## config.mk

```make
export PLATFORM = sky130hd
export DESIGN_NAME = mcfm_fault_manager
export DESIGN_NICKNAME = d
export VERILOG_FILES = /design/src/rtl/mcfm_pkg.sv /design/src/rtl/mcfm_fault_manager.sv
export SDC_FILE = /design/constraint.sdc
export NUM_CORES = 1
export LEC_CHECK = 0
export BUFFER_PORTS_ARGS = -buffer_cell sky130_fd_sc_hd__buf_2
export CORE_ASPECT_RATIO = 0.8
export CORE_MARGIN = 4
export CORE_UTILIZATION = 60
export CTS_CLUSTER_SIZE = 40
export DETAILED_ROUTE_END_ITERATION = 10
export GPL_TIMING_DRIVEN = 1
export PLACE_DENSITY_LB_ADDON = 0.08
export SYNTH_ARGS = -nofsm -noshare
export SYNTH_HDL_FRONTEND = slang
export SYNTH_SLANG_ARGS = --single-unit
```

## constraint.sdc

```tcl
create_clock -name clk_in -period 4.4 [get_ports clk_in]
set_clock_uncertainty 0.15 [all_clocks]
set_input_delay 0.22 -clock clk_in [delete_from_list [all_inputs] [get_ports clk_in]]
set_output_delay 0.22 -clock clk_in [all_outputs]
set_load 0.03 [all_outputs]
```

## src/rtl/mcfm_pkg.sv

```systemverilog
// shared constants and state type for the multi-channel fault manager
package mcfm_pkg;

  localparam int NCH = 4;
  localparam int NLINE = 2;
  localparam int ADDR_W = 8;
  localparam int DATA_W = 32;

  // register byte offsets
  localparam logic [7:0] OFS_STATUS = 8'h00;
  localparam logic [7:0] OFS_MASK = 8'h04;
  localparam logic [7:0] OFS_CLEAR = 8'h08;
  localparam logic [7:0] OFS_GLOBAL_CFG = 8'h0c;
  localparam logic [7:0] OFS_CHANNEL_CFG = 8'h10;
  localparam logic [7:0] OFS_AUX_CFG_A = 8'h14;
  localparam logic [7:0] OFS_AUX_CFG_B = 8'h18;
  localparam logic [7:0] OFS_PROPAGATE = 8'h1c;
  localparam logic [7:0] OFS_RESPONSE = 8'h20;
  localparam logic [7:0] OFS_PG_MAP = 8'h24;
  localparam logic [7:0] OFS_LIVE = 8'h28;

  // status layout, four bits per warning and fault group, one per channel; the line group has two bits, one per line
  localparam int ST_OVW_LSB = 0;
  localparam int ST_UVW_LSB = 4;
  localparam int ST_OCW_LSB = 8;
  localparam int ST_OVF_LSB = 12;
  localparam int ST_OCF_LSB = 16;
  localparam int ST_UCF_LSB = 20;
  localparam int ST_LINE_LSB = 24;
  localparam int ST_W = 26;

  // configuration field positions
  localparam int GCFG_SHARE_BIT = 0;
  localparam int CHCFG_POL_LSB = 0;
  localparam int CHCFG_FS_LSB = 4;
  localparam int AUXA_OV_LSB = 0;
  localparam int AUXA_OC_LSB = 4;
  localparam int AUXB_UC_LSB = 0;
  localparam int LIVE_LINE_LSB = 0;
  localparam int LIVE_SHUT_LSB = 2;
  localparam int LIVE_AUX_BIT = 6;
  localparam int LIVE_PG_BIT = 7;

  // reset values
  localparam logic GCFG_RST = 1'b1;
  localparam logic [3:0] PG_MAP_RST = 4'hf;

  // timing
  localparam int CLK_MHZ = 200;
  localparam int DEGLITCH_NS = 10000;
  localparam int RESET_PULSE_MIN_NS = 1000;
  localparam int CNT_W = 11;
  localparam logic [CNT_W-1:0] DG_CYC = CNT_W'((DEGLITCH_NS * CLK_MHZ + 999) / 1000);
  localparam logic [CNT_W-1:0] RST_CYC = CNT_W'((RESET_PULSE_MIN_NS * CLK_MHZ + 999) / 1000);

  typedef struct packed {
    logic [ST_W-1:0] status;
    logic [ST_W-1:0] mask;
    logic gcfg;
    logic [7:0] chcfg;
    logic [7:0] auxa;
    logic [3:0] auxb;
    logic [2*NCH-1:0] prop;
    logic [2*NCH-1:0] resp;
    logic [NCH-1:0] pgmap;
    logic [NLINE-1:0][CNT_W-1:0] dg_cnt;
    logic [NLINE-1:0] line_dg;
    logic [NLINE-1:0] line_drv;
    logic [NCH-1:0] shut;
    logic [NCH-1:0] held;
    logic [NCH-1:0] restart;
    logic aux_latch;
    logic pg;
    logic [CNT_W-1:0] wd_cnt;
    logic [DATA_W-1:0] rdata;
  } mcfm_state_t;

endpackage

```

## src/rtl/mcfm_fault_manager.sv

```systemverilog
// fault coordination, warnings, aux fault, power good and register file
// Contract
// RULE1: warnings come from measured-reading comparisons, not from the fast supervisors.
// RULE2: there is no undercurrent warning, undercurrent exists only as a fault.
// RULE3: any warning sets its status bit and pulls the alert output low.
// RULE4: a warning never removes a channel's converter enable; only fault responses do.
// RULE5: aux fault output goes low on ov, oc or uc faults, each gated by its select bit.
// RULE6: aux fault output is released when a channel is commanded back to the on state.
// RULE7: a per-channel propagate map picks the shared lines pulled low while that channel is faulted off.
// RULE8: a per-channel response map picks the shared lines that shut that channel down.
// RULE9: a channel shut down by a shared line restarts once that line is released.
// RULE10: a low on a shared line is deglitched for 10 us before the responding channels turn off.
// RULE11: the watchdog/reset pin held low for the minimum pulse time forces the power-on reset state.
// RULE12: power good combines only the channels enabled in the power-good channel map.
// RULE13: the input share sync enable bit is set by default so sequencing on vin thresholds is shared.
// RULE14: the dac polarity bit is 0 for feedback-resistor converters and 1 for trim-pin converters.
// RULE15: the trim dac offers exactly two full-scale settings, one select bit per channel.
// RULE16: a clear-faults command clears the status register and releases the alert output.
// RULE17: shared lines are open-drain, so the pin level is sampled apart from our own drive.
`timescale 1ns/1ps

module mcfm_fault_manager (
  input wire logic clk_in,
  input wire logic rst_b_in,
  input wire logic ce_in,
  input wire logic [mcfm_pkg::ADDR_W-1:0] reg_addr_in,
  input wire logic [mcfm_pkg::DATA_W-1:0] reg_wdata_in,
  input wire logic reg_wr_in,
  input wire logic reg_rd_in,
  output logic [mcfm_pkg::DATA_W-1:0] reg_rdata_out,
  output logic irq_out,
  input wire logic [mcfm_pkg::NCH-1:0] meas_ov_warn_in,
  input wire logic [mcfm_pkg::NCH-1:0] meas_uv_warn_in,
  input wire logic [mcfm_pkg::NCH-1:0] meas_oc_warn_in,
  input wire logic [mcfm_pkg::NCH-1:0] ov_fault_in,
  input wire logic [mcfm_pkg::NCH-1:0] oc_fault_in,
  input wire logic [mcfm_pkg::NCH-1:0] uc_fault_in,
  input wire logic [mcfm_pkg::NCH-1:0] faulted_off_in,
  input wire logic [mcfm_pkg::NCH-1:0] on_cmd_in,
  input wire logic [mcfm_pkg::NCH-1:0] ch_good_in,
  input wire logic [mcfm_pkg::NLINE-1:0] shared_fault_line_n_in,
  output logic [mcfm_pkg::NLINE-1:0] shared_fault_line_n_out,
  output logic [mcfm_pkg::NLINE-1:0] shared_fault_line_n_oe_out,
  input wire logic watchdog_in_reset_n_in,
  output logic alert_out_n,
  output logic aux_fault_out_n,
  output logic power_good_out,
  output logic [mcfm_pkg::NCH-1:0] ch_shutdown_out,
  output logic [mcfm_pkg::NCH-1:0] ch_restart_out,
  output logic por_out,
  output logic vin_share_sync_en_out,
  output logic [mcfm_pkg::NCH-1:0] dac_pol_out,
  output logic [mcfm_pkg::NCH-1:0] dac_fs_sel_out
);

  ////////////////////////////////////////////////////////////////////////
  // reset image and helpers

  localparam mcfm_pkg::mcfm_state_t ST_RST = '{
    gcfg: mcfm_pkg::GCFG_RST,
    pgmap: mcfm_pkg::PG_MAP_RST,
    default: '0
  };

  // saturating counter step, shared by deglitch and watchdog timers
  function automatic logic [mcfm_pkg::CNT_W-1:0] sat_inc(
    input logic [mcfm_pkg::CNT_W-1:0] v,
    input logic [mcfm_pkg::CNT_W-1:0] lim
  );
    logic [mcfm_pkg::CNT_W-1:0] r;
    r = v;
    if (v < lim) begin
      r = v + mcfm_pkg::CNT_W'(1);
    end
    return r;
  endfunction

  // lines selected for one channel out of a flat two-bit-per-channel map
  function automatic logic [mcfm_pkg::NLINE-1:0] ch_lines(
    input logic [2*mcfm_pkg::NCH-1:0] map,
    input int ch
  );
    return map[ch*mcfm_pkg::NLINE +: mcfm_pkg::NLINE];
  endfunction

  mcfm_pkg::mcfm_state_t q;
  mcfm_pkg::mcfm_state_t n;

  ////////////////////////////////////////////////////////////////////////
  // next-state logic

  always_comb begin
    logic [mcfm_pkg::ST_W-1:0] set_v;
    logic [mcfm_pkg::ST_W-1:0] clr_v;
    logic [mcfm_pkg::NLINE-1:0] low_raw;
    logic [mcfm_pkg::NCH-1:0] shut_now;
    logic aux_set;
    logic [mcfm_pkg::DATA_W-1:0] rd_v;
    set_v = '0;
    clr_v = '0;
    low_raw = '0;
    shut_now = '0;
    aux_set = 1'b0;
    rd_v = '0;
    n = q;

    // pin level taken as-is, never masked by our own pull-down
    low_raw = ~shared_fault_line_n_in; // [RULE17]

    // deglitch: the line counts as low only after a full run of low samples
    for (int l = 0; l < mcfm_pkg::NLINE; l++) begin
      if (low_raw[l]) begin
        n.dg_cnt[l] = sat_inc(q.dg_cnt[l], mcfm_pkg::DG_CYC); // [RULE10]
      end else begin
        n.dg_cnt[l] = '0;
      end
      n.line_dg[l] = (n.dg_cnt[l] == mcfm_pkg::DG_CYC); // [RULE10]
    end

    // pull lines for faulted-off channels and answer lines per response map
    n.line_drv = '0;
    for (int c = 0; c < mcfm_pkg::NCH; c++) begin
      if (faulted_off_in[c]) begin
        n.line_drv = n.line_drv | ch_lines(q.prop, c); // [RULE7]
      end
      shut_now[c] = |(ch_lines(q.resp, c) & q.line_dg); // [RULE8] [RULE10]
    end
    // shutdown follows fault lines only; warnings never reach it
    n.shut = shut_now; // [RULE4]
    // a held channel restarts as soon as none of its lines stays low
    n.restart = q.held & ~shut_now; // [RULE9]
    n.held = shut_now;

    // events: measured warnings (no undercurrent warning exists), faults, line lows
    set_v[mcfm_pkg::ST_OVW_LSB +: mcfm_pkg::NCH] = meas_ov_warn_in; // [RULE1] [RULE3]
    set_v[mcfm_pkg::ST_UVW_LSB +: mcfm_pkg::NCH] = meas_uv_warn_in; // [RULE1] [RULE3]
    set_v[mcfm_pkg::ST_OCW_LSB +: mcfm_pkg::NCH] = meas_oc_warn_in; // [RULE1] [RULE2]
    set_v[mcfm_pkg::ST_OVF_LSB +: mcfm_pkg::NCH] = ov_fault_in;
    set_v[mcfm_pkg::ST_OCF_LSB +: mcfm_pkg::NCH] = oc_fault_in;
    set_v[mcfm_pkg::ST_UCF_LSB +: mcfm_pkg::NCH] = uc_fault_in;
    set_v[mcfm_pkg::ST_LINE_LSB +: mcfm_pkg::NLINE] = n.line_dg & ~q.line_dg;

    // aux fault: selected faults latch it, an on command releases it
    aux_set = |((ov_fault_in & q.auxa[mcfm_pkg::AUXA_OV_LSB +: mcfm_pkg::NCH])
              | (oc_fault_in & q.auxa[mcfm_pkg::AUXA_OC_LSB +: mcfm_pkg::NCH])
              | (uc_fault_in & q.auxb[mcfm_pkg::AUXB_UC_LSB +: mcfm_pkg::NCH])); // [RULE5]
    if (aux_set) begin
      n.aux_latch = 1'b1; // [RULE5]
    end else if (|on_cmd_in) begin
      n.aux_latch = 1'b0; // [RULE6]
    end

    // power good over mapped channels only; an empty map reads good
    n.pg = &(ch_good_in | ~q.pgmap); // [RULE12]

    // register writes
    if (reg_wr_in) begin
      case (reg_addr_in)
        mcfm_pkg::OFS_STATUS: begin
          clr_v = reg_wdata_in[mcfm_pkg::ST_W-1:0];
        end
        mcfm_pkg::OFS_MASK: begin
          n.mask = reg_wdata_in[mcfm_pkg::ST_W-1:0];
        end
        mcfm_pkg::OFS_CLEAR: begin
          clr_v = '1; // [RULE16]
        end
        mcfm_pkg::OFS_GLOBAL_CFG: begin
          n.gcfg = reg_wdata_in[mcfm_pkg::GCFG_SHARE_BIT]; // [RULE13]
        end
        mcfm_pkg::OFS_CHANNEL_CFG: begin
          n.chcfg = reg_wdata_in[7:0]; // [RULE14] [RULE15]
        end
        mcfm_pkg::OFS_AUX_CFG_A: begin
          n.auxa = reg_wdata_in[7:0];
        end
        mcfm_pkg::OFS_AUX_CFG_B: begin
          n.auxb = reg_wdata_in[3:0];
        end
        mcfm_pkg::OFS_PROPAGATE: begin
          n.prop = reg_wdata_in[2*mcfm_pkg::NCH-1:0];
        end
        mcfm_pkg::OFS_RESPONSE: begin
          n.resp = reg_wdata_in[2*mcfm_pkg::NCH-1:0];
        end
        mcfm_pkg::OFS_PG_MAP: begin
          n.pgmap = reg_wdata_in[mcfm_pkg::NCH-1:0];
        end
        default: begin
        end
      endcase
    end

    // sticky status, a new event in the clearing cycle survives
    n.status = (q.status & ~clr_v) | set_v; // [RULE3] [RULE16]

    // read data valid in the cycle after the strobe only
    if (reg_rd_in) begin
      case (reg_addr_in)
        mcfm_pkg::OFS_STATUS: rd_v[mcfm_pkg::ST_W-1:0] = q.status;
        mcfm_pkg::OFS_MASK: rd_v[mcfm_pkg::ST_W-1:0] = q.mask;
        mcfm_pkg::OFS_GLOBAL_CFG: rd_v[mcfm_pkg::GCFG_SHARE_BIT] = q.gcfg;
        mcfm_pkg::OFS_CHANNEL_CFG: rd_v[7:0] = q.chcfg;
        mcfm_pkg::OFS_AUX_CFG_A: rd_v[7:0] = q.auxa;
        mcfm_pkg::OFS_AUX_CFG_B: rd_v[3:0] = q.auxb;
        mcfm_pkg::OFS_PROPAGATE: rd_v[2*mcfm_pkg::NCH-1:0] = q.prop;
        mcfm_pkg::OFS_RESPONSE: rd_v[2*mcfm_pkg::NCH-1:0] = q.resp;
        mcfm_pkg::OFS_PG_MAP: rd_v[mcfm_pkg::NCH-1:0] = q.pgmap;
        mcfm_pkg::OFS_LIVE: begin
          rd_v[mcfm_pkg::LIVE_LINE_LSB +: mcfm_pkg::NLINE] = q.line_dg;
          rd_v[mcfm_pkg::LIVE_SHUT_LSB +: mcfm_pkg::NCH] = q.shut;
          rd_v[mcfm_pkg::LIVE_AUX_BIT] = q.aux_latch;
          rd_v[mcfm_pkg::LIVE_PG_BIT] = q.pg;
        end
        default: rd_v = '0; // unmapped and clear register read zero
      endcase
    end
    n.rdata = rd_v;

    // watchdog/reset pin: a long enough low forces the reset image
    if (!watchdog_in_reset_n_in) begin
      n.wd_cnt = sat_inc(q.wd_cnt, mcfm_pkg::RST_CYC); // [RULE11]
    end else begin
      n.wd_cnt = '0;
    end
    if (q.wd_cnt == mcfm_pkg::RST_CYC) begin
      // hold everything at reset while the pin stays low
      n = ST_RST; // [RULE11]
      n.wd_cnt = q.wd_cnt;
      if (watchdog_in_reset_n_in) begin
        n.wd_cnt = '0;
      end
    end
  end

  ////////////////////////////////////////////////////////////////////////
  // state register; clock enable freezes every field

  always_ff @(posedge clk_in or negedge rst_b_in) begin
    if (!rst_b_in) begin
      q <= ST_RST;
    end else if (ce_in) begin
      q <= n;
    end
  end

  ////////////////////////////////////////////////////////////////////////
  // outputs

  // open-drain lines: drive low only, enable marks the pull
  assign shared_fault_line_n_out = '0; // [RULE17]
  assign shared_fault_line_n_oe_out = q.line_drv; // [RULE7]
  // alert stays low while any status bit is set
  assign alert_out_n = ~|q.status; // [RULE3] [RULE16]
  assign irq_out = |(q.status & q.mask);
  assign aux_fault_out_n = ~q.aux_latch; // [RULE5] [RULE6]
  assign power_good_out = q.pg; // [RULE12]
  assign ch_shutdown_out = q.shut; // [RULE8]
  assign ch_restart_out = q.restart; // [RULE9]
  assign por_out = (q.wd_cnt == mcfm_pkg::RST_CYC); // [RULE11]
  assign vin_share_sync_en_out = q.gcfg; // [RULE13]
  // polarity 0 suits feedback resistors, 1 suits a trim pin
  assign dac_pol_out = q.chcfg[mcfm_pkg::CHCFG_POL_LSB +: mcfm_pkg::NCH]; // [RULE14]
  // one bit per channel: 0 picks the low full scale, 1 the high one
  assign dac_fs_sel_out = q.chcfg[mcfm_pkg::CHCFG_FS_LSB +: mcfm_pkg::NCH]; // [RULE15]
  assign reg_rdata_out = q.rdata;

endmodule

```

==> results of run 1 <==
==> layout by cell type (no fill, tap or decap), types with 4 or more instances in the layout <==
cell type | synthesis | layout
nand4_1 | 13 | 13
and3_1 | 14 | 14
nand3_1 | 47 | 47
a32o_1 | 7 | 7
dlygate4sd3_1 | 0 | 52
clkinvlp_4 | 0 | 4
a21boi_0 | 22 | 22
a221oi_1 | 11 | 11
dfstp_2 | 5 | 5
o2bb2ai_1 | 34 | 34
and2_1 | 9 | 9
a21o_1 | 5 | 5
nor2_1 | 26 | 26
a31oi_1 | 8 | 8
o21ai_1 | 10 | 10
a21oi_1 | 23 | 23
a22o_1 | 48 | 48
buf_2 | 22 | 126
nor4_1 | 12 | 12
nand2_1 | 118 | 118
nor2b_1 | 5 | 5
dfrtp_1 | 161 | 161
or3_1 | 5 | 5
conb_1 | 1 | 8
mux2i_1 | 7 | 7
nor3_1 | 16 | 16
a211oi_1 | 6 | 6
ha_1 | 4 | 4
xnor2_1 | 6 | 6
clkbuf_16 | 0 | 17
a22oi_1 | 34 | 34
a21boi_1 | 4 | 4
inv_1 | 21 | 20
o22ai_1 | 4 | 4
o21ai_0 | 110 | 110
o22a_1 | 5 | 5
buf_4 | 55 | 14
==> registers in the layout, indices dropped and copies added (netlist names) <==
| register | flops |
|---|---|
| reg_rdata_out | 26 |
| q | 120 |
| shared_fault_line_n_oe_out | 2 |
| dac_pol_out | 4 |
| ch_shutdown_out | 4 |
| dac_fs_sel_out | 4 |
| power_good_out | 1 |
| vin_share_sync_en_out | 1 |
| ch_restart_out | 4 |
==> power by group <==
| group | switching, uW | internal (uW) |
|---|---|---|
| Combinational | 212 | 126 |
| Clock | 605 | 872 |
| Sequential | 42.2 | 1560 |
| Total | 860 | 2560 |
==> through the flow <==
stage | cell area [sq um] | utilization (%) | total power [uW] | setup WS, ps
floorplan | 9280 | - | 1790 | 2220
global placement | 9570 | 63.5 | 1920 | 1480
detailed placement | 9570 | 63.5 | 1930 | 1430
CTS | 10700 | 70.8 | 3430 | 1370
global route | 10700 | 70.8 | 3530 | 1200
finish | 10700 | 70.8 | 3420 | 1380
==> worst min path at each step <==
stage | end | slack, ps | depth (start not counted)
2_1_floorplan | ch_restart_out[0] | -230 | 0
4_1_cts | reg_rdata_out[0] | 2 | 3
5_1_grt | reg_rdata_out[0] | 10 | 3
6_report | q[63] | 40 | 2
3_3_place_gp | q[65] | 220 | 1
3_5_place_dp | q[65] | 220 | 1
==> layout make-up <==
| class | instances | area (sq um) | area share (%) |
|---|---|---|---|
| diodes | 1 | 2.50 | 0.0235 |
| clock buffers | 22 | 474 | 4.45 |
| clock inverters | 8 | 100 | 0.938 |
| inverters | 21 | 78.8 | 0.739 |
| multi-input cells | 682 | 4300 | 40.3 |
| flip-flops and latches | 166 | 4160 | 39.0 |
| well taps | 210 | 263 | 2.46 |
| repair buffers | 194 | 1290 | 12.1 |
==> per-layer routing <==
layer,track usage (%),share of wire [%],vias up
li1,-,-,3813
met1,47.7,42,4104
met2,47.9,44,580
met3,8.71,11,80
met4,9.11,2.6,0
met5,0,0,-
==> critical path: cells and delay by family, from the launching register on <==
kind,cells,cell delay [ps]
simple gates,3,1440
buf+inv,2,410
flops,1,410
fa+ha+maj,1,190
compound gates,2,330
==> cell families (layout without fill, tap and decap cells) <==
kind of cell	after synthesis	count (layout)	synth area share, %
AO/OA/AOI/OAI	365	365	27.9
AND/OR/NAND/NOR	288	288	15.9
flip-flops	166	166	45.0
buffers and inverters	144	245	8.87
multiplexers	10	10	1.12
XOR/XNOR	7	7	0.663
adder cells (fa/ha/maj)	4	4	0.541
other	1	9	0.0405
==> results.cfg, run 1 <==
[run]
cap_violations = 0

[sta]
fin_crit_sh_pct = 68.6
timing.hold.ws_ps = 41.2
period_minus_slack_ps = 3020
report.final.slew_viol_count = 0
setup_viol = 0
rsz0062_at_grt = no
slew_headroom_pct = 27.9
hold_violations = 0
worstMarginPinSlew_ps = 1080
finalSetupTns_ps = 0
max_freq_mhz = 331

[critical_path]
timing.rr.start = q[32]
max_stage_delay_ps = 590
crit_required_ps = 4600
path_max_fanout = 28
critPathCapture = reg_rdata_out[7]
start_kind = flop
rrSetupSlack_ps = 1380
r2r_end = reg_rdata_out[7]
crit_path_end_kind = flop
ff2ff_path_depth = 8
cp_cell_sequence = inv_1 -> ha_1 -> nand3b_1 -> o31a_1 -> buf_4 -> nand2_1 -> or2_2 -> o2bb2ai_1
crit_type = reg -> reg
critical_path_arrival_ps = 3220
slowest_stage = nand2_1
cp-startpoint = q[32]

[place]
dpl.cell_count = 1221
hpwlAfterDp_mm = 18.9
globalplace.congestion = 0.943
io_buffers = 127

[global_route]
grt_antenna_before_repair = 1
overflow = 0
grt_use_total_pct = 32.6
grt_pass1_vias = 7904
grt_pass1_wl_mm = 44.7
grt_max_degree = 93

[cts]
cts_max_path_buffers = 2
insertion_delay_ps = 430
cts_post_setup_buffers_inserted = 0
numCtsBuffers = 17
clk_pin_slew_worst_paths_ps = 60
clock-sinks = 166
ctsResizeCount = 0
cts_tree = done
htree_num_levels = 4
clock-root-buffer = clkbuf_16
holdBufCountCts = 52

[yosys]
synth_area_leader_cell = dfrtp_1
ys_warn_count = 0
ys_types = 77
ys_seq_elements = 166
ys_seq_area_share_pct = 45.0
synth-edff-count = 0
synth_top_flop_cell = dfrtp_1
async_flop_share_pct = 100
avgSynthCellArea_sq_um = 9.39
synth_top_area_share_pct = 43.6
synth_most_common_cell = dfrtp_1
synth_area_leaders = dfrtp_1 44%, o21ai_0 6.0%, nand2_1 4.8%
postSynthCellCount = 985
yosys-top-cells-count = 161 x dfrtp_1, 118 x nand2_1, 110 x o21ai_0, 55 x buf_4, 48 x a22o_1
synth_area_sq_um = 9250

[die]
core-area_sq_um = 15100
dieArea_sq_um = 17500
rows = 40
die-height_um = 119
start_util_pct = 61.4
io_pins = 142
die_width_um = 147

[power_and_ir_drop]
powerDensity_nw_per_um2 = 321
vdd_drop_max_mv = 0.261
p_leak_uw = 0.00462

[drt]
firstDrtPassIters = 5
vias = 8577
drc_errors = 0
vias_per_cell = 6.58
first_iter_violations = 1105
ant_nets = 0
wire_per_inst_um = 21.8
finalWirelength_mm = 28.4

[final_layout]
fillCellCount = 1140
stdcell_count = 1304
drive_above_1_share_pct = 17.8
area_growth_pct = 15.3
final_nets = 1170

[min_path]
hold_path.class = in -> reg
holdCritStartpoint = shared_fault_line_n_in[0]

[status]
status = complete, no violations
Note: power is estimated with default switching activity, not from simulation.
==> run 2: changes to the inputs <==
CORE_UTILIZATION = 58   (was 60)
clock period = 2.9 ns   (was 4.4 ns; I/O delays follow)
==> run 2 against run 1 <==
Critical path depth is 4 lower. Die area is 3.2% higher. Flip-flop and latch count stayed put. Worst hold slack worse by 18 ps. First-iteration DRC count is 16% lower. Via count is 0.15% lower. Routed wire length is 1.3% higher. Final area is 1.1% higher. Critical path type is now reg -> out. Critical endpoint is now por_out.
==> results.cfg, run 2 (synthesis gave the netlist of run 1 again) <==
[final_layout]
largest_reg_flops = 120
area_growth_pct = 16.6
fillCellCount = 1182
regMostFlops = q
final_common_cell = dfrtp_1
utilization_pct = 70.4
final_cell_mix = 161 x dfrtp_1, 126 x buf_2, 118 x nand2_1
drive_above_1_share_pct = 18.6
final_nets = 1181

[critical_path]
crit_path_end_kind = primary output
crit_type = reg -> out
cp_cell_sequence = nand4bb_1 -> or3_4 -> inv_1 -> buf_2
path_max_fanout = 29
crit_required_ps = 2610
path_delay_family = simple AND/OR/NAND/NOR gates
critical_path_arrival_ps = 2480
cp-startpoint = q[37]
timing.rr.start = q[32]
crit_buf_inv = 2
slowest_stage = or3_4
max_stage_delay_ps = 680
start_kind = flop

[place]
globalplace.congestion = 0.949
io_buffers = 127
hpwlAfterDp_mm = 19.6

[min_path]
holdCritStartpoint = faulted_off_in[1]
hold_path.class = in -> reg

[global_route]
grt_pass1_wl_mm = 45.2
grt_use_total_pct = 32.3
grt_max_degree = 79
overflow = 0
grt_pass1_vias = 8011
grt_antenna_before_repair = 1

[drt]
vias_per_cell = 6.50
finalWirelength_mm = 28.8
wire_per_inst_um = 21.9
drc_errors = 0
first_iter_violations = 929
top_layer_used = met4
routedLengthMet1_mm = 12.0
ant_nets = 0
wl_met3_mm = 3.30
dr_wl_met2_mm = 12.7
firstDrtPassIters = 9
vias = 8564

[die]
core-area_sq_um = 15300
die-height_um = 121
dieArea_sq_um = 18000
die_width_um = 149
rows = 40
start_util_pct = 60.4
io_pins = 142

[sta]
timing.hold.ws_ps = 23.6
report.final.slew_viol_count = 0
setup_viol = 0
fin_crit_sh_pct = 95.7
slew_headroom_pct = 20.3
max_freq_mhz = 360
finalSetupTns_ps = 0
period_minus_slack_ps = 2770
hold_violations = 0
worstMarginPinSlew_ps = 1190
rsz0062_at_grt = no

[cts]
clock-root-buffer = clkbuf_16
cts_max_path_buffers = 2
holdBufCountCts = 56
htree_num_levels = 4
cts_post_setup_buffers_inserted = 0
numCtsBuffers = 17
clk_pin_slew_worst_paths_ps = 60
insertion_delay_ps = 430
clock-sinks = 166
ctsResizeCount = 0
cts_tree = done

[run]
cap_violations = 0

[status]
status = complete, no violations

[power_and_ir_drop]
vdd_drop_max_mv = 0.414
p_leak_uw = 0.00470
powerDensity_nw_per_um2 = 487
-- run 2: tightest hold or removal path, stage by stage --
cell	delay (ps)
buf_2	100
a22o_1	130
a221oi_1	70
o2bb2ai_1	130
-- run 2: per-layer routing --
layer	vias up	track usage, %
li1	3841	-
met3	63	7.88
met4	0	10.3
met5	-	0
met1	4085	47.0
met2	575	47.8
-- run 2: power by group --
part | internal (uW) | leakage [uW] | switching, uW
Combinational | 200 | 0.00224 | 328
Clock | 1290 | 0.000291 | 1000
Sequential | 2370 | 0.00216 | 63.3
-- run 2: cell type report --
type / instances / area [sq um] / share of cell area (%)
inverters: 21 / 78.8 / 0.731
clock inverters: 15 / 168 / 1.55
repair buffers: 205 / 1380 / 12.8
flip-flops and latches: 166 / 4160 / 38.6
well taps: 210 / 263 / 2.44
clock buffers: 17 / 425 / 3.94
diodes: 1 / 2.50 / 0.0232
multi-input cells: 682 / 4310 / 39.9
-- run 2: worst paths after layout --
| check | slack, ps | depth (start not counted) | to |
|---|---|---|---|
| min in group asynchronous | 150 | 2 | q[62] |
| min reg2reg | 330 | 1 | reg_rdata_out[17] |
| max reg2reg | 240 | 6 | q[135] |
| max | 130 | 4 | por_out |
| max in group asynchronous | 1630 | 3 | q[92] |
| min | 20 | 4 | shared_fault_line_n_oe_out[1] |
-- run 2: stage by stage --
stage          total power (uW)  instances  instance area, sq um  setup slack, ps
5_1_grt                    5410       1317                 10800             11.9
3_3_place_gp               2930       1228                  9630              392
2_1_floorplan              2720        992                  9280              722
4_1_cts                    5270       1316                 10800              117
6_report                   5250       1317                 10800              125
3_5_place_dp               2930       1228                  9630              315
